===== config.mk =====
export PLATFORM = sky130hd
export DESIGN_NAME = dcp_core
export DESIGN_NICKNAME = d
export VERILOG_FILES = /design/src/hdl/dcp_fifo.v /design/src/hdl/dcp_core.v
export VERILOG_INCLUDE_DIRS = /design/src /design/src/hdl
export SDC_FILE = /design/constraint.sdc
export NUM_CORES = 1
export LEC_CHECK = 0
export BUFFER_PORTS_ARGS = -buffer_cell sky130_fd_sc_hd__buf_2
export CORE_MARGIN = 2
export CORE_UTILIZATION = 30
export DETAILED_ROUTE_END_ITERATION = 10
export MAX_ROUTING_LAYER = met4
export SYNTH_ARGS = -nofsm -noshare
export SYNTH_HDL_FRONTEND = slang
export SYNTH_SLANG_ARGS = --single-unit

===== constraint.sdc =====
create_clock -name sys_clk -period 7.78 [get_ports sys_clk]
set_input_delay 0.389 -clock sys_clk [delete_from_list [all_inputs] [get_ports sys_clk]]
set_output_delay 0.389 -clock sys_clk [all_outputs]
set_load 0.01 [all_outputs]

===== src/hdl/dcp_consts.vh =====
// constants for the ddr2 pin-side controller core
// assumes one system clock running at the doubled data rate
//
// Summary of operation
// [RULE_01] memory-side rate is the doubled-rate input clock divided by two
// [RULE_02] command, write and read queues run on the bus-side rate
// [RULE_03] sequencing state machine runs on the memory-side rate
// [RULE_04] bus-side and memory-side rates may be stopped by a proper procedure
// [RULE_05] external data bus is at most thirty-two bits wide
// [RULE_06] thirteen-bit address output plus three-bit bank address output
// [RULE_07] exactly one chip select and one clock enable toward memory
// [RULE_08] a differential pair of memory clock outputs is driven
// [RULE_09] clock enable is active high; low disables the memory clock
// [RULE_10] chip select goes low when the memory is to take a command
// [RULE_11] row, column and write strobes are active low and encode commands
// [RULE_12] per-byte masks qualify write data; a set bit blocks that lane
// [RULE_13] per-byte strobes active high, driven on writes, received on reads
// [RULE_14] bank address selects the bank the command applies to
// [RULE_15] data bus driven for writes, sampled for reads
// [RULE_16] memory clock pair runs at half the doubled-rate clock
// [RULE_17] traffic between queues and state machine crosses by handshake
`ifndef DCP_CONSTS_VH
`define DCP_CONSTS_VH

// ==========================================================
// pin widths
`define DCP_DQ_W 32
`define DCP_ADDR_W 13
`define DCP_BA_W 3
`define DCP_COL_W 10
`define DCP_A10 10

// ==========================================================
// queues
`define DCP_FIFO_D 4
`define DCP_FIFO_AW 2

// ==========================================================
// command codes {ras_n, cas_n, we_n}
`define DCP_CMD_NOP 3'h7
`define DCP_CMD_ACT 3'h3
`define DCP_CMD_RD 3'h5
`define DCP_CMD_WR 3'h4
`define DCP_CMD_PRE 3'h2

// ==========================================================
// timing in memory clock cycles
`define DCP_CNT_W 4
`define DCP_TRCD 4'h2
`define DCP_TRP 4'h2
`define DCP_CL 4'h3
`define DCP_WL 4'h2
`define DCP_RD_TMO 4'h2

`endif


===== src/hdl/dcp_fifo.v =====
// small synchronous queue, flip-flop storage
// push and pop are qualified inside by the caller's rate enable on ce
`default_nettype none

module dcp_fifo #(
    parameter W = 32,
    parameter D = 4,
    parameter AW = 2
) (
    input wire clk,
    input wire rst,
    input wire ce,
    input wire in_valid,
    output wire in_ready,
    input wire [W-1:0] in_data,
    output wire out_valid,
    input wire out_ready,
    output wire [W-1:0] out_data
);

// ==========================================================
// storage and pointers
reg [W-1:0] mem_r [0:D-1];
reg [AW-1:0] wp_r;
reg [AW-1:0] rp_r;
reg [AW:0] cnt_r;
wire push;
wire pop;

assign in_ready = ce && (cnt_r != D[AW:0]);
assign out_valid = ce && (cnt_r != {(AW+1){1'b0}});
assign out_data = mem_r[rp_r];
assign push = in_valid && in_ready;
assign pop = out_valid && out_ready;

always @(posedge clk) begin
    if (push) begin
        mem_r[wp_r] <= in_data;
    end
end

// ==========================================================
// occupancy
always @(posedge clk or posedge rst) begin
    if (rst) begin
        wp_r <= {AW{1'b0}};
        rp_r <= {AW{1'b0}};
        cnt_r <= {(AW+1){1'b0}};
    end else begin
        if (push) begin
            wp_r <= (wp_r == D[AW-1:0] - 1'b1) ? {AW{1'b0}} : wp_r + 1'b1;
        end
        if (pop) begin
            rp_r <= (rp_r == D[AW-1:0] - 1'b1) ? {AW{1'b0}} : rp_r + 1'b1;
        end
        if (push && !pop) begin
            cnt_r <= cnt_r + 1'b1;
        end else if (pop && !push) begin
            cnt_r <= cnt_r - 1'b1;
        end
    end
end

endmodule // dcp_fifo

`default_nettype wire


===== src/hdl/dcp_core.v =====
// ddr2 controller core: bus-side queues, memory sequencer and pin drivers
// assumes sys_clk is the doubled-rate clock and the pad ring resolves
// the two-way pins from the enables
`include "dcp_consts.vh"
`default_nettype none

module dcp_core #(
    parameter DQ_W = `DCP_DQ_W,
    parameter FIFO_D = `DCP_FIFO_D,
    parameter FIFO_AW = `DCP_FIFO_AW
) (
    input wire sys_clk,
    input wire rst,
    input wire bus_stop,
    input wire mem_stop_req,
    output wire mem_stop_ack,
    input wire cmd_valid,
    output wire cmd_ready,
    input wire cmd_write,
    input wire [`DCP_BA_W-1:0] cmd_bank,
    input wire [`DCP_ADDR_W-1:0] cmd_row,
    input wire [`DCP_COL_W-1:0] cmd_col,
    input wire wr_valid,
    output wire wr_ready,
    input wire [DQ_W-1:0] wr_data,
    input wire [DQ_W/8-1:0] wr_mask,
    output wire rd_valid,
    input wire rd_ready,
    output wire [DQ_W-1:0] rd_data,
    output wire mem_clk_p,
    output wire mem_clk_n,
    output wire mem_cke,
    output wire mem_cs_n,
    output wire mem_ras_n,
    output wire mem_cas_n,
    output wire mem_we_n,
    output wire [`DCP_BA_W-1:0] mem_ba,
    output wire [`DCP_ADDR_W-1:0] mem_addr,
    output wire [DQ_W/8-1:0] mem_dqm,
    input wire [DQ_W/8-1:0] mem_dqs_in,
    output wire [DQ_W/8-1:0] mem_dqs_out,
    output wire [DQ_W/8-1:0] mem_dqs_oe,
    input wire [DQ_W-1:0] mem_dq_in,
    output wire [DQ_W-1:0] mem_dq_out,
    output wire mem_dq_oe
);

localparam BL = DQ_W / 8;
localparam CW = 1 + `DCP_BA_W + `DCP_ADDR_W + `DCP_COL_W;
localparam WW = DQ_W + BL;

// ==========================================================
// sequencer states, one-hot
localparam S_IDLE = 7'h01;
localparam S_ACT = 7'h02;
localparam S_TRCD = 7'h04;
localparam S_CMD = 7'h08;
localparam S_LAT = 7'h10;
localparam S_XFER = 7'h20;
localparam S_PRE = 7'h40;

// ==========================================================
// rate enables
// single clock: the memory rate is a half-rate enable, not a new domain
reg mclk_r;
reg stopped_r;
wire mclk_en;
wire bus_en;

assign bus_en = !bus_stop; // see [RULE_02] see [RULE_04]
assign mclk_en = mclk_r && !stopped_r; // see [RULE_01] see [RULE_03]

always @(posedge sys_clk or posedge rst) begin
    if (rst) begin
        mclk_r <= 1'b0;
    end else if (!stopped_r) begin
        mclk_r <= !mclk_r; // see [RULE_16]
    end
end

// ==========================================================
// bus-side queues
wire cq_valid;
wire cq_ready;
wire [CW-1:0] cq_data;
wire wq_valid;
wire wq_ready;
wire [WW-1:0] wq_data;
wire rq_in_valid;
wire rq_in_ready;
reg [DQ_W-1:0] rq_in_data_r;

dcp_fifo #(
    .W(CW),
    .D(FIFO_D),
    .AW(FIFO_AW)
) u_cmd_q (
    .clk(sys_clk),
    .rst(rst),
    .ce(bus_en),
    .in_valid(cmd_valid),
    .in_ready(cmd_ready),
    .in_data({cmd_write, cmd_bank, cmd_row, cmd_col}),
    .out_valid(cq_valid),
    .out_ready(cq_ready),
    .out_data(cq_data)
); // see [RULE_02]

dcp_fifo #(
    .W(WW),
    .D(FIFO_D),
    .AW(FIFO_AW)
) u_wr_q (
    .clk(sys_clk),
    .rst(rst),
    .ce(bus_en),
    .in_valid(wr_valid),
    .in_ready(wr_ready),
    .in_data({wr_mask, wr_data}),
    .out_valid(wq_valid),
    .out_ready(wq_ready),
    .out_data(wq_data)
); // see [RULE_02]

dcp_fifo #(
    .W(DQ_W),
    .D(FIFO_D),
    .AW(FIFO_AW)
) u_rd_q (
    .clk(sys_clk),
    .rst(rst),
    .ce(bus_en),
    .in_valid(rq_in_valid),
    .in_ready(rq_in_ready),
    .in_data(rq_in_data_r),
    .out_valid(rd_valid),
    .out_ready(rd_ready),
    .out_data(rd_data)
); // see [RULE_02]

// ==========================================================
// queue fields
wire q_write;
wire [`DCP_BA_W-1:0] q_bank;
wire [`DCP_ADDR_W-1:0] q_row;
wire [`DCP_COL_W-1:0] q_col;

assign q_col = cq_data[`DCP_COL_W-1:0];
assign q_row = cq_data[`DCP_COL_W+`DCP_ADDR_W-1:`DCP_COL_W];
assign q_bank = cq_data[CW-2:CW-1-`DCP_BA_W];
assign q_write = cq_data[CW-1];

// ==========================================================
// sequencer registers
reg [6:0] st_r;
reg [`DCP_CNT_W-1:0] cnt_r;
reg wr_op_r;
reg [`DCP_BA_W-1:0] ba_r;
reg [`DCP_COL_W-1:0] col_r;
reg [2:0] cmd_r;
reg cs_n_r;
reg cke_r;
reg [`DCP_ADDR_W-1:0] addr_r;
reg [`DCP_BA_W-1:0] ba_out_r;
reg [DQ_W-1:0] dq_out_r;
reg [BL-1:0] dqm_r;
reg [BL-1:0] wmask_r;
reg dq_oe_r;
reg rd_push_r;
wire start_ok;
wire rd_hit;
wire stop_go;

// a read waits for room so captured data is never dropped
assign start_ok = cq_valid && (q_write ? wq_valid : rq_in_ready); // see [RULE_17]
assign cq_ready = mclk_en && (st_r == S_IDLE) && !mem_stop_req && start_ok; // see [RULE_17]
assign wq_ready = mclk_en && (st_r == S_CMD) && wr_op_r; // see [RULE_17]
assign rq_in_valid = rd_push_r; // see [RULE_17]
assign rd_hit = (mem_dqs_in != {BL{1'b0}}) || (cnt_r == {`DCP_CNT_W{1'b0}});
assign stop_go = mclk_en && (st_r == S_IDLE) && mem_stop_req;

// ==========================================================
// stop procedure: only taken while idle, resumed when released
always @(posedge sys_clk or posedge rst) begin
    if (rst) begin
        stopped_r <= 1'b0;
    end else if (stopped_r) begin
        stopped_r <= mem_stop_req;
    end else if (stop_go) begin
        stopped_r <= 1'b1; // see [RULE_04]
    end
end

assign mem_stop_ack = stopped_r;

// ==========================================================
// sequencer
always @(posedge sys_clk or posedge rst) begin
    if (rst) begin
        st_r <= S_IDLE;
        cnt_r <= {`DCP_CNT_W{1'b0}};
        wr_op_r <= 1'b0;
        ba_r <= {`DCP_BA_W{1'b0}};
        col_r <= {`DCP_COL_W{1'b0}};
        cmd_r <= `DCP_CMD_NOP;
        cs_n_r <= 1'b1;
        cke_r <= 1'b0;
        addr_r <= {`DCP_ADDR_W{1'b0}};
        ba_out_r <= {`DCP_BA_W{1'b0}};
        dq_out_r <= {DQ_W{1'b0}};
        dqm_r <= {BL{1'b1}};
        dq_oe_r <= 1'b0;
        rd_push_r <= 1'b0;
        rq_in_data_r <= {DQ_W{1'b0}};
        wmask_r <= {BL{1'b1}};
    end else begin
        if (rd_push_r && rq_in_ready) begin
            rd_push_r <= 1'b0;
        end
        // cke drops on the entry edge so it is already low with the ack
        if (stopped_r || stop_go) begin
            cke_r <= 1'b0; // see [RULE_09]
        end else if (mclk_en) begin
            cke_r <= 1'b1; // see [RULE_09]
            cmd_r <= `DCP_CMD_NOP;
            cs_n_r <= 1'b1;
            case (st_r)
                S_IDLE: begin
                    if (cq_ready) begin
                        wr_op_r <= q_write;
                        ba_r <= q_bank;
                        col_r <= q_col;
                        cmd_r <= `DCP_CMD_ACT; // see [RULE_11]
                        cs_n_r <= 1'b0; // see [RULE_10]
                        addr_r <= q_row;
                        ba_out_r <= q_bank; // see [RULE_14]
                        cnt_r <= `DCP_TRCD;
                        st_r <= S_ACT;
                    end
                end
                S_ACT: begin
                    cnt_r <= cnt_r - 1'b1;
                    st_r <= S_TRCD;
                end
                S_TRCD: begin
                    if (cnt_r <= 4'h1) begin
                        cmd_r <= wr_op_r ? `DCP_CMD_WR : `DCP_CMD_RD; // see [RULE_11]
                        cs_n_r <= 1'b0; // see [RULE_10]
                        addr_r <= {{(`DCP_ADDR_W-`DCP_COL_W){1'b0}}, col_r};
                        ba_out_r <= ba_r; // see [RULE_14]
                        st_r <= S_CMD;
                    end else begin
                        cnt_r <= cnt_r - 1'b1;
                    end
                end
                S_CMD: begin
                    // a write waits for its word so a stopped bus side never loses it
                    if (wr_op_r && wq_valid) begin
                        dq_out_r <= wq_data[DQ_W-1:0];
                        wmask_r <= wq_data[WW-1:DQ_W]; // see [RULE_12]
                        cnt_r <= `DCP_WL;
                        st_r <= S_LAT;
                    end else if (!wr_op_r) begin
                        cnt_r <= `DCP_CL;
                        st_r <= S_LAT;
                    end
                end
                S_LAT: begin
                    cnt_r <= cnt_r - 1'b1;
                    if (cnt_r <= 4'h2) begin
                        dq_oe_r <= wr_op_r; // see [RULE_15]
                        // mask opens with the data, never ahead of it
                        dqm_r <= wr_op_r ? wmask_r : {BL{1'b1}}; // see [RULE_12]
                        cnt_r <= `DCP_RD_TMO;
                        st_r <= S_XFER;
                    end
                end
                S_XFER: begin
                    if (wr_op_r) begin
                        dq_oe_r <= 1'b0;
                        dqm_r <= {BL{1'b1}};
                        st_r <= S_PRE;
                    end else if (rd_hit) begin
                        rq_in_data_r <= mem_dq_in; // see [RULE_15]
                        rd_push_r <= 1'b1;
                        st_r <= S_PRE;
                    end else begin
                        cnt_r <= cnt_r - 1'b1;
                    end
                    if (st_r != S_XFER || wr_op_r || rd_hit) begin
                        cmd_r <= `DCP_CMD_PRE; // see [RULE_11]
                        cs_n_r <= 1'b0; // see [RULE_10]
                        addr_r <= {{(`DCP_ADDR_W-1){1'b0}}, 1'b1} << `DCP_A10;
                        cnt_r <= `DCP_TRP;
                    end
                end
                S_PRE: begin
                    if (cnt_r <= 4'h1) begin
                        st_r <= S_IDLE;
                    end else begin
                        cnt_r <= cnt_r - 1'b1;
                    end
                end
                default: begin
                    st_r <= S_IDLE;
                end
            endcase
        end
    end
end

// ==========================================================
// pins
// memory clock pair: mclk_r is high when the enable fires, so the
// command launched on that edge is centred on the memory clock rise
assign mem_clk_p = mclk_r; // see [RULE_08] see [RULE_16]
assign mem_clk_n = !mclk_r; // see [RULE_08]
assign mem_cke = cke_r; // see [RULE_07] see [RULE_09]
assign mem_cs_n = cs_n_r; // see [RULE_07]
assign mem_ras_n = cmd_r[2];
assign mem_cas_n = cmd_r[1];
assign mem_we_n = cmd_r[0];
assign mem_ba = ba_out_r; // see [RULE_06]
assign mem_addr = addr_r; // see [RULE_06]
assign mem_dqm = dqm_r; // see [RULE_12]
assign mem_dq_out = dq_out_r; // see [RULE_05]
assign mem_dq_oe = dq_oe_r; // see [RULE_15]

// strobes follow the memory clock while write data is driven
genvar gi;
generate
    for (gi = 0; gi < BL; gi = gi + 1) begin : g_dqs
        assign mem_dqs_out[gi] = dq_oe_r & mclk_r; // see [RULE_13]
        assign mem_dqs_oe[gi] = dq_oe_r; // see [RULE_13]
    end
endgenerate

endmodule // dcp_core

`default_nettype wire


# After elaboration in Yosys (flattened, before gate mapping)
# Memories as Yosys holds them, arrays and structs flattened. A register that Yosys moved wholly into a read port is not among the register bits.
# Cells that the tools add are included.
# classes
reduce_logical	64
n_bitwise	3
order_cmp	2
eq_ne	28
muxes	70
add_sub_neg	13
# ops
operator	count
7-bit two-way mux	8
7-bit one-hot mux with 7 select lines	1
4-bit two-way mux	11
13-bit two-way mux	3
13-bit one-hot mux with 3 select lines	1
3-bit two-way mux	10
1-bit logical AND	27
4-bit one-hot mux with 6 select lines	1
1-bit two-way mux	23
3-bit != test (second input constant)	6
8-bit AND reduction	2
5-bit AND reduction	3
2-bit two-way mux	7
2-bit by 1-bit adder with 2-bit output (second input constant)	6
2-bit == test (second input constant)	6
2-bit != test (second input constant)	6
2-bit nonzero test	6
3-bit nonzero test	4
1-bit logical NOT	10
3-bit by 1-bit adder with 3-bit output (second input constant)	3
3-bit one-hot mux with 3 select lines	1
3-bit by 1-bit subtractor with 3-bit output (second input constant)	3
4-bit one-hot mux with 2 select lines	1
4-bit AND reduction	2
other kinds (25)	29
# totals
out_inout_bits	104
wordCells	208
mem_bits_rw	380
n_memories	3
regBits	107
in_bits	106
# mem_list
name	words	word_bits	read_ports	rd_ports_with_merged_regs	wr	line	text
u_wr_q.mem_r	4	36	1	1	1	dcp_fifo.v:23	reg [W-1:0] mem_r [0:D-1];
u_rd_q.mem_r	4	32	1	0	1	dcp_fifo.v:23	
u_cmd_q.mem_r	4	27	1	0	1	dcp_fifo.v:23	

# Depth between registers and ports, before layout
# depth
ltp_word	9
ltp_mapped	13
ltp_nobuf	11

# By module
# Synthesis repeated with hierarchy kept, for this count alone.
# hier_totals
cells_unflattened	1074
area_unflattened_um2	20444.6
# by_module_without_submodules
mod	cells_per_inst	area_per_inst_um2	instances	seq_area_each_um2
dcp_fifo at u_wr_q	227	5649.2	1	4499.3
dcp_core	460	5336.4	1	3069.2
dcp_fifo at u_rd_q	207	5109.9	1	4018.9
dcp_fifo at u_cmd_q	180	4349.2	1	3418.3

# Least setup slack after synthesis
# Ideal clock, no wire load.
# synth_timing
path_kind	register -> register
start	reg u_cmd_q.rp_r[0]
end	reg u_cmd_q.cnt_r[2]
required_ps	7701
arrival_time_ps	2861
slack_ps	4840
path_buffers	1
synth_period_minus_slack_ps	2940
setup_time_ps	79
stages_incl_launch_ff	13
cell_sequence	dfrtp_1 > mux4_2 > and3_1 > o21ai_2 > nor2_4 > buf_6 > inv_1 > ha_1 > inv_1 > fa_1 > xor2_1 > nor2_1 > xor2_1
# synth_between
elab_chain_cells	8
word_cells_on_any_way	10
classes_between	2 x mux; 7 x reduce/logical; 1 x memory
# synth_lines
element	line	text
start, declared	dcp_fifo.v:25	reg [AW-1:0] rp_r;
start signal, assigned	dcp_fifo.v:47	rp_r <= {AW{1'b0}};
start signal, assigned	dcp_fifo.v:54	rp_r <= (rp_r == D[AW-1:0] - 1'b1) ? {AW{1'b0}} : rp_r + 1'b1;
memory 4 x 27 bit *	--	
1-bit two-way mux *	dcp_core.v:175	assign start_ok = cq_valid && (q_write ? wq_valid : rq_in_ready);
1-bit logical AND *	dcp_core.v:175	
1-bit logical AND *	dcp_core.v:176	assign cq_ready = mclk_en && (st_r == S_IDLE) && !mem_stop_req && start_ok;
1-bit logical AND *	dcp_fifo.v:34	assign pop = out_valid && out_ready;
1-bit logical NOT	dcp_fifo.v:56	if (push && !pop) begin
1-bit logical AND	dcp_fifo.v:56	
3-bit two-way mux / 2-bit nonzero test (equally long branches)	--	
end signal, assigned	dcp_fifo.v:48	cnt_r <= {(AW+1){1'b0}};
end signal, assigned	dcp_fifo.v:57	cnt_r <= cnt_r + 1'b1;
end signal, assigned	dcp_fifo.v:59	cnt_r <= cnt_r - 1'b1;
end, declared	dcp_fifo.v:26	reg [AW:0] cnt_r;
# Mark *: on every way between the ends. The rest lies on a longest branch, timed or not.
# A chain may end at the register's enable or synchronous reset.

# Worst setup path after layout
# layout_timing
start	reg st_r[2]
end	reg u_cmd_q.cnt_r[1]
# layout_between
elab_chain_cells	8
word_cells_on_any_way	10
classes_between	1 x eq/ne; 1 x mux; 8 x reduce/logical
# layout_lines
element	line	text
start, declared	dcp_core.v:155	reg [6:0] st_r;
start signal, assigned	dcp_core.v:200	st_r <= S_IDLE;
start signal, assigned	dcp_core.v:238	st_r <= S_ACT;
start signal, assigned	dcp_core.v:243	st_r <= S_TRCD;
7-bit by 1-bit == test with 1-bit output *	dcp_core.v:176	
1-bit logical AND * (3 in series)	dcp_core.v:176	
1-bit logical AND *	dcp_fifo.v:34	
1-bit logical NOT	dcp_fifo.v:56	
1-bit logical AND	dcp_fifo.v:56	
3-bit two-way mux / 2-bit nonzero test (equally long branches)	--	
# Marked as above.

==> flow_metrics.py <==
metrics = {
    "synthesis": {
        "synth_fp_nets": 1180,
        "synth_ff_type": "edfxtp_1",
        "syn_area_um2": 20400,
        "synth_top_family_by_area": "multiplexers",
        "synth-edff-count": 380,
        "yosys.area.top_type_share": 0.560,
        "synth.distinct_cells": 61,
        "synthTopCellsByCount": "380 x edfxtp_1, 130 x dfrtp_1, 95 x mux4_2",
        "synthCells": 1049,
        "yosys.area_share.simple": 0.0340,
        "synthAdderAreaFrac": 0.0165,
        "yosys_warnings": 0,
        "ys_ff_latch": 523,
        "yosysMostFrequentCell": "edfxtp_1",
        "yosysSeqAreaShare": 0.737,
        "synthMuxAreaShare": 0.159,
        "synth-compound-area-share": 0.0304,
        "yosys.area_share.xor_xnor": 0.00602,
        "synth_top_area_cell": "edfxtp_1",
        "syn_avg_cell_area_um2": 19.4,
        "async_flop_share": 0.273,
        "synth.top_cells.by_area": "edfxtp_1 56%, dfrtp_1 16%, mux4_2 11%",
    },
    "sta": {
        "relSlewSlack": 0.283,
        "worstMarginPinSlew_ns": 1.07,
        "slew_viol_final": 0,
        "setup_slack_ns": 4.51,
        "period_share": 0.420,
        "setup_viol": 0,
        "clock.fmax_mhz": 306,
        "clock_skew_ns": 0.0218,
        "final-hold-violation-count": 0,
        "holdWs_ns": 0.0403,
        "fin_tns_setup_ns": 0,
        "period_minus_slack_ns": 3.27,
        "grt_setup_unrepaired": "false",
    },
    "global_route": {
        "grt_max_degree": 76,
        "grt_pass1_vias": 11100,
        "grt_usage": 0.129,
        "grt_remaining_overflow": 0,
        "grt_pass1_wl_um": 67100,
        "antenna_found_initial": 1,
    },
    "worst_setup_path": {
        "critPathKind": "flip-flop to flip-flop",
        "cp_data_arrival_time_ns": 3.76,
        "cp_slowest_cell": "nor2_4",
        "cp_common_cell": "inv_1",
        "worstPathMaxFanout": 19,
        "crit_chain": "nor4_4 -> nand3_1 -> nor2_4 -> inv_1 -> ha_1 -> inv_1 -> fa_1 -> mux2_2",
        "end_kind": "flip-flop",
        "required_ns": 8.27,
        "cp-start-kind": "flip-flop",
        "max_stage_delay_ns": 0.63,
    },
    "place": {
        "place_area_um2": 22400,
        "hpwlAfterDp_um": 26500,
        "dp_cells": 2091,
        "place.gp.congestion": 0.757,
        "pre_cts_slack_ns": 4.53,
        "port_buffers": 209,
    },
    "clock_tree": {
        "cts_resized": 0,
        "clk_pin_slew_ns": 0.06,
        "clk_latency_ns": 0.60,
        "post_cts_buffers": 0,
        "cts_htree_levels": 2,
        "cts.sinks": 523,
        "clk_path_buf_depth": 3,
        "numCtsBuffers": 57,
        "tritoncts": "yes",
        "cts_root_buffer": "clkbuf_16",
        "cts_hold_buf": 81,
    },
    "final_layout": {
        "nets": 1489,
        "final_core_util": 0.374,
        "syn2layout_area_growth_pct": 23.3,
        "fin_area_um2": 25100,
        "drive_above_1_share": 0.385,
        "final_cells": 2280,
    },
    "routing": {
        "met1_length_um": 19900,
        "vias": 10500,
        "dr.first_iter.drc_count": 597,
        "drt-wirelength-per-cell_um": 19.4,
        "dr.pass1.iters": 5,
        "drc_errors": 0,
        "highest_layer": "met4",
        "ant_nets": 0,
        "viasPerCell": 4.62,
        "met2WireLength_um": 21100,
        "drt-total-wl_um": 44300,
        "wl_met3_um": 2370,
    },
    "die": {
        "core-area_um2": 67200,
        "initial_core_util": 0.303,
        "die_x_um": 265,
        "num_rows": 95,
        "die_area_um2": 70000,
        "io_pins": 210,
        "die_h_um": 265,
    },
    "power": {
        "p_leak_nw": 9.79,
        "total_power_mw": 8.07,
        "peakVddDrop_uv": 179,
        "power_density_nw_per_um2": 322,
    },
    "flow_run": {
        "drv_cap": 0,
    },
    "min_path": {
        "worstHoldPathType": "primary input to flip-flop",
    },
    "outcome": {
        "status": "finished, final reports clean",
    },
}
-- registers in the layout (all words and copies together), names as in the netlist, 2 cells and up --
name	flops
u_rd_q.mem_r	128
u_cmd_q.wp_r	2
mem_addr	13
u_rd_q.rp_r	2
u_wr_q.mem_r	144
u_wr_q.rp_r	2
u_rd_q.cnt_r	3
cmd_r	3
mem_dqm	4
col_r	10
u_wr_q.wp_r	2
mem_dq_out	32
u_cmd_q.mem_r	108
cnt_r	4
mem_ba	3
u_wr_q.cnt_r	3
wmask_r	4
st_r	7
rq_in_data_r	32
u_cmd_q.rp_r	2
u_rd_q.wp_r	2
u_cmd_q.cnt_r	3
ba_r	3
-- cells in the final DEF (no fill, tap or decap), drive strengths merged, types with 10 or more instances in the layout --
cell type,count
mux2,94
a21oi,30
xor2,10
dlygate4sd3,81
dfrtp,130
ha,22
clkbuf,75
edfxtp,380
nor3b,10
mux4,95
clkinv,20
nand2,17
buf,222
inv,26
dfstp,13
o21ai,24
and3,21
nor2,41
-- where the power goes --
group	internal [mW]	switching (mW)
Clock	1.64	1.09
Sequential	3.39	0.236
Combinational	0.763	0.949
-- path summary, 6_finish.rpt --
kind                                from                to  slack [ns]  cells after the start
setup / recovery                 st_r[2]  u_cmd_q.cnt_r[1]        4.51                      8
hold / removal             mem_dq_in[20]  rq_in_data_r[20]        0.04                      2
setup reg to reg                 st_r[2]  u_cmd_q.cnt_r[1]        4.51                      8
hold reg to reg               wmask_r[0]        mem_dqm[0]        0.47                      2
max in group asynchronous            rst   u_cmd_q.rp_r[0]        5.69                      4
min in group asynchronous            rst   rq_in_data_r[6]        0.55                      3
-- cell type report --
cell class,count,area (um^2)
diodes,1,2.50
flip-flops and latches,523,15000
well taps,873,1090
fillers,6202,42100
clock inverters,32,373
multi-input cells,449,5020
inverters,24,95.1
repair buffers,303,1950
clock buffers,75,1560
-- cell families after synthesis --
group,Yosys count
AOI/OAI and AO/OA,92
xor gates and xnor gates,14
adders and majority gates,25
buffers and inverters,77
DFF,523
muxes,190
and+or+nand+nor,128
-- critical path: cells and delay by family (launching register included) --
| family | cells | cell delay [ns] |
|---|---|---|
| flip-flops | 1 | 0.55 |
| AND/OR/NAND/NOR | 3 | 1.46 |
| multiplexers | 1 | 0.26 |
| adder cells (fa/ha/maj) | 2 | 0.64 |
| buffers and inverters | 2 | 0.25 |
-- layer usage --
layer	vias to the layer above	GRT usage
met5	-	-
met4	0	0.0408
met3	64	0.0268
met2	262	0.204
met1	5452	0.168
li1	4758	-
Note: power is estimated with default switching activity, not from simulation.
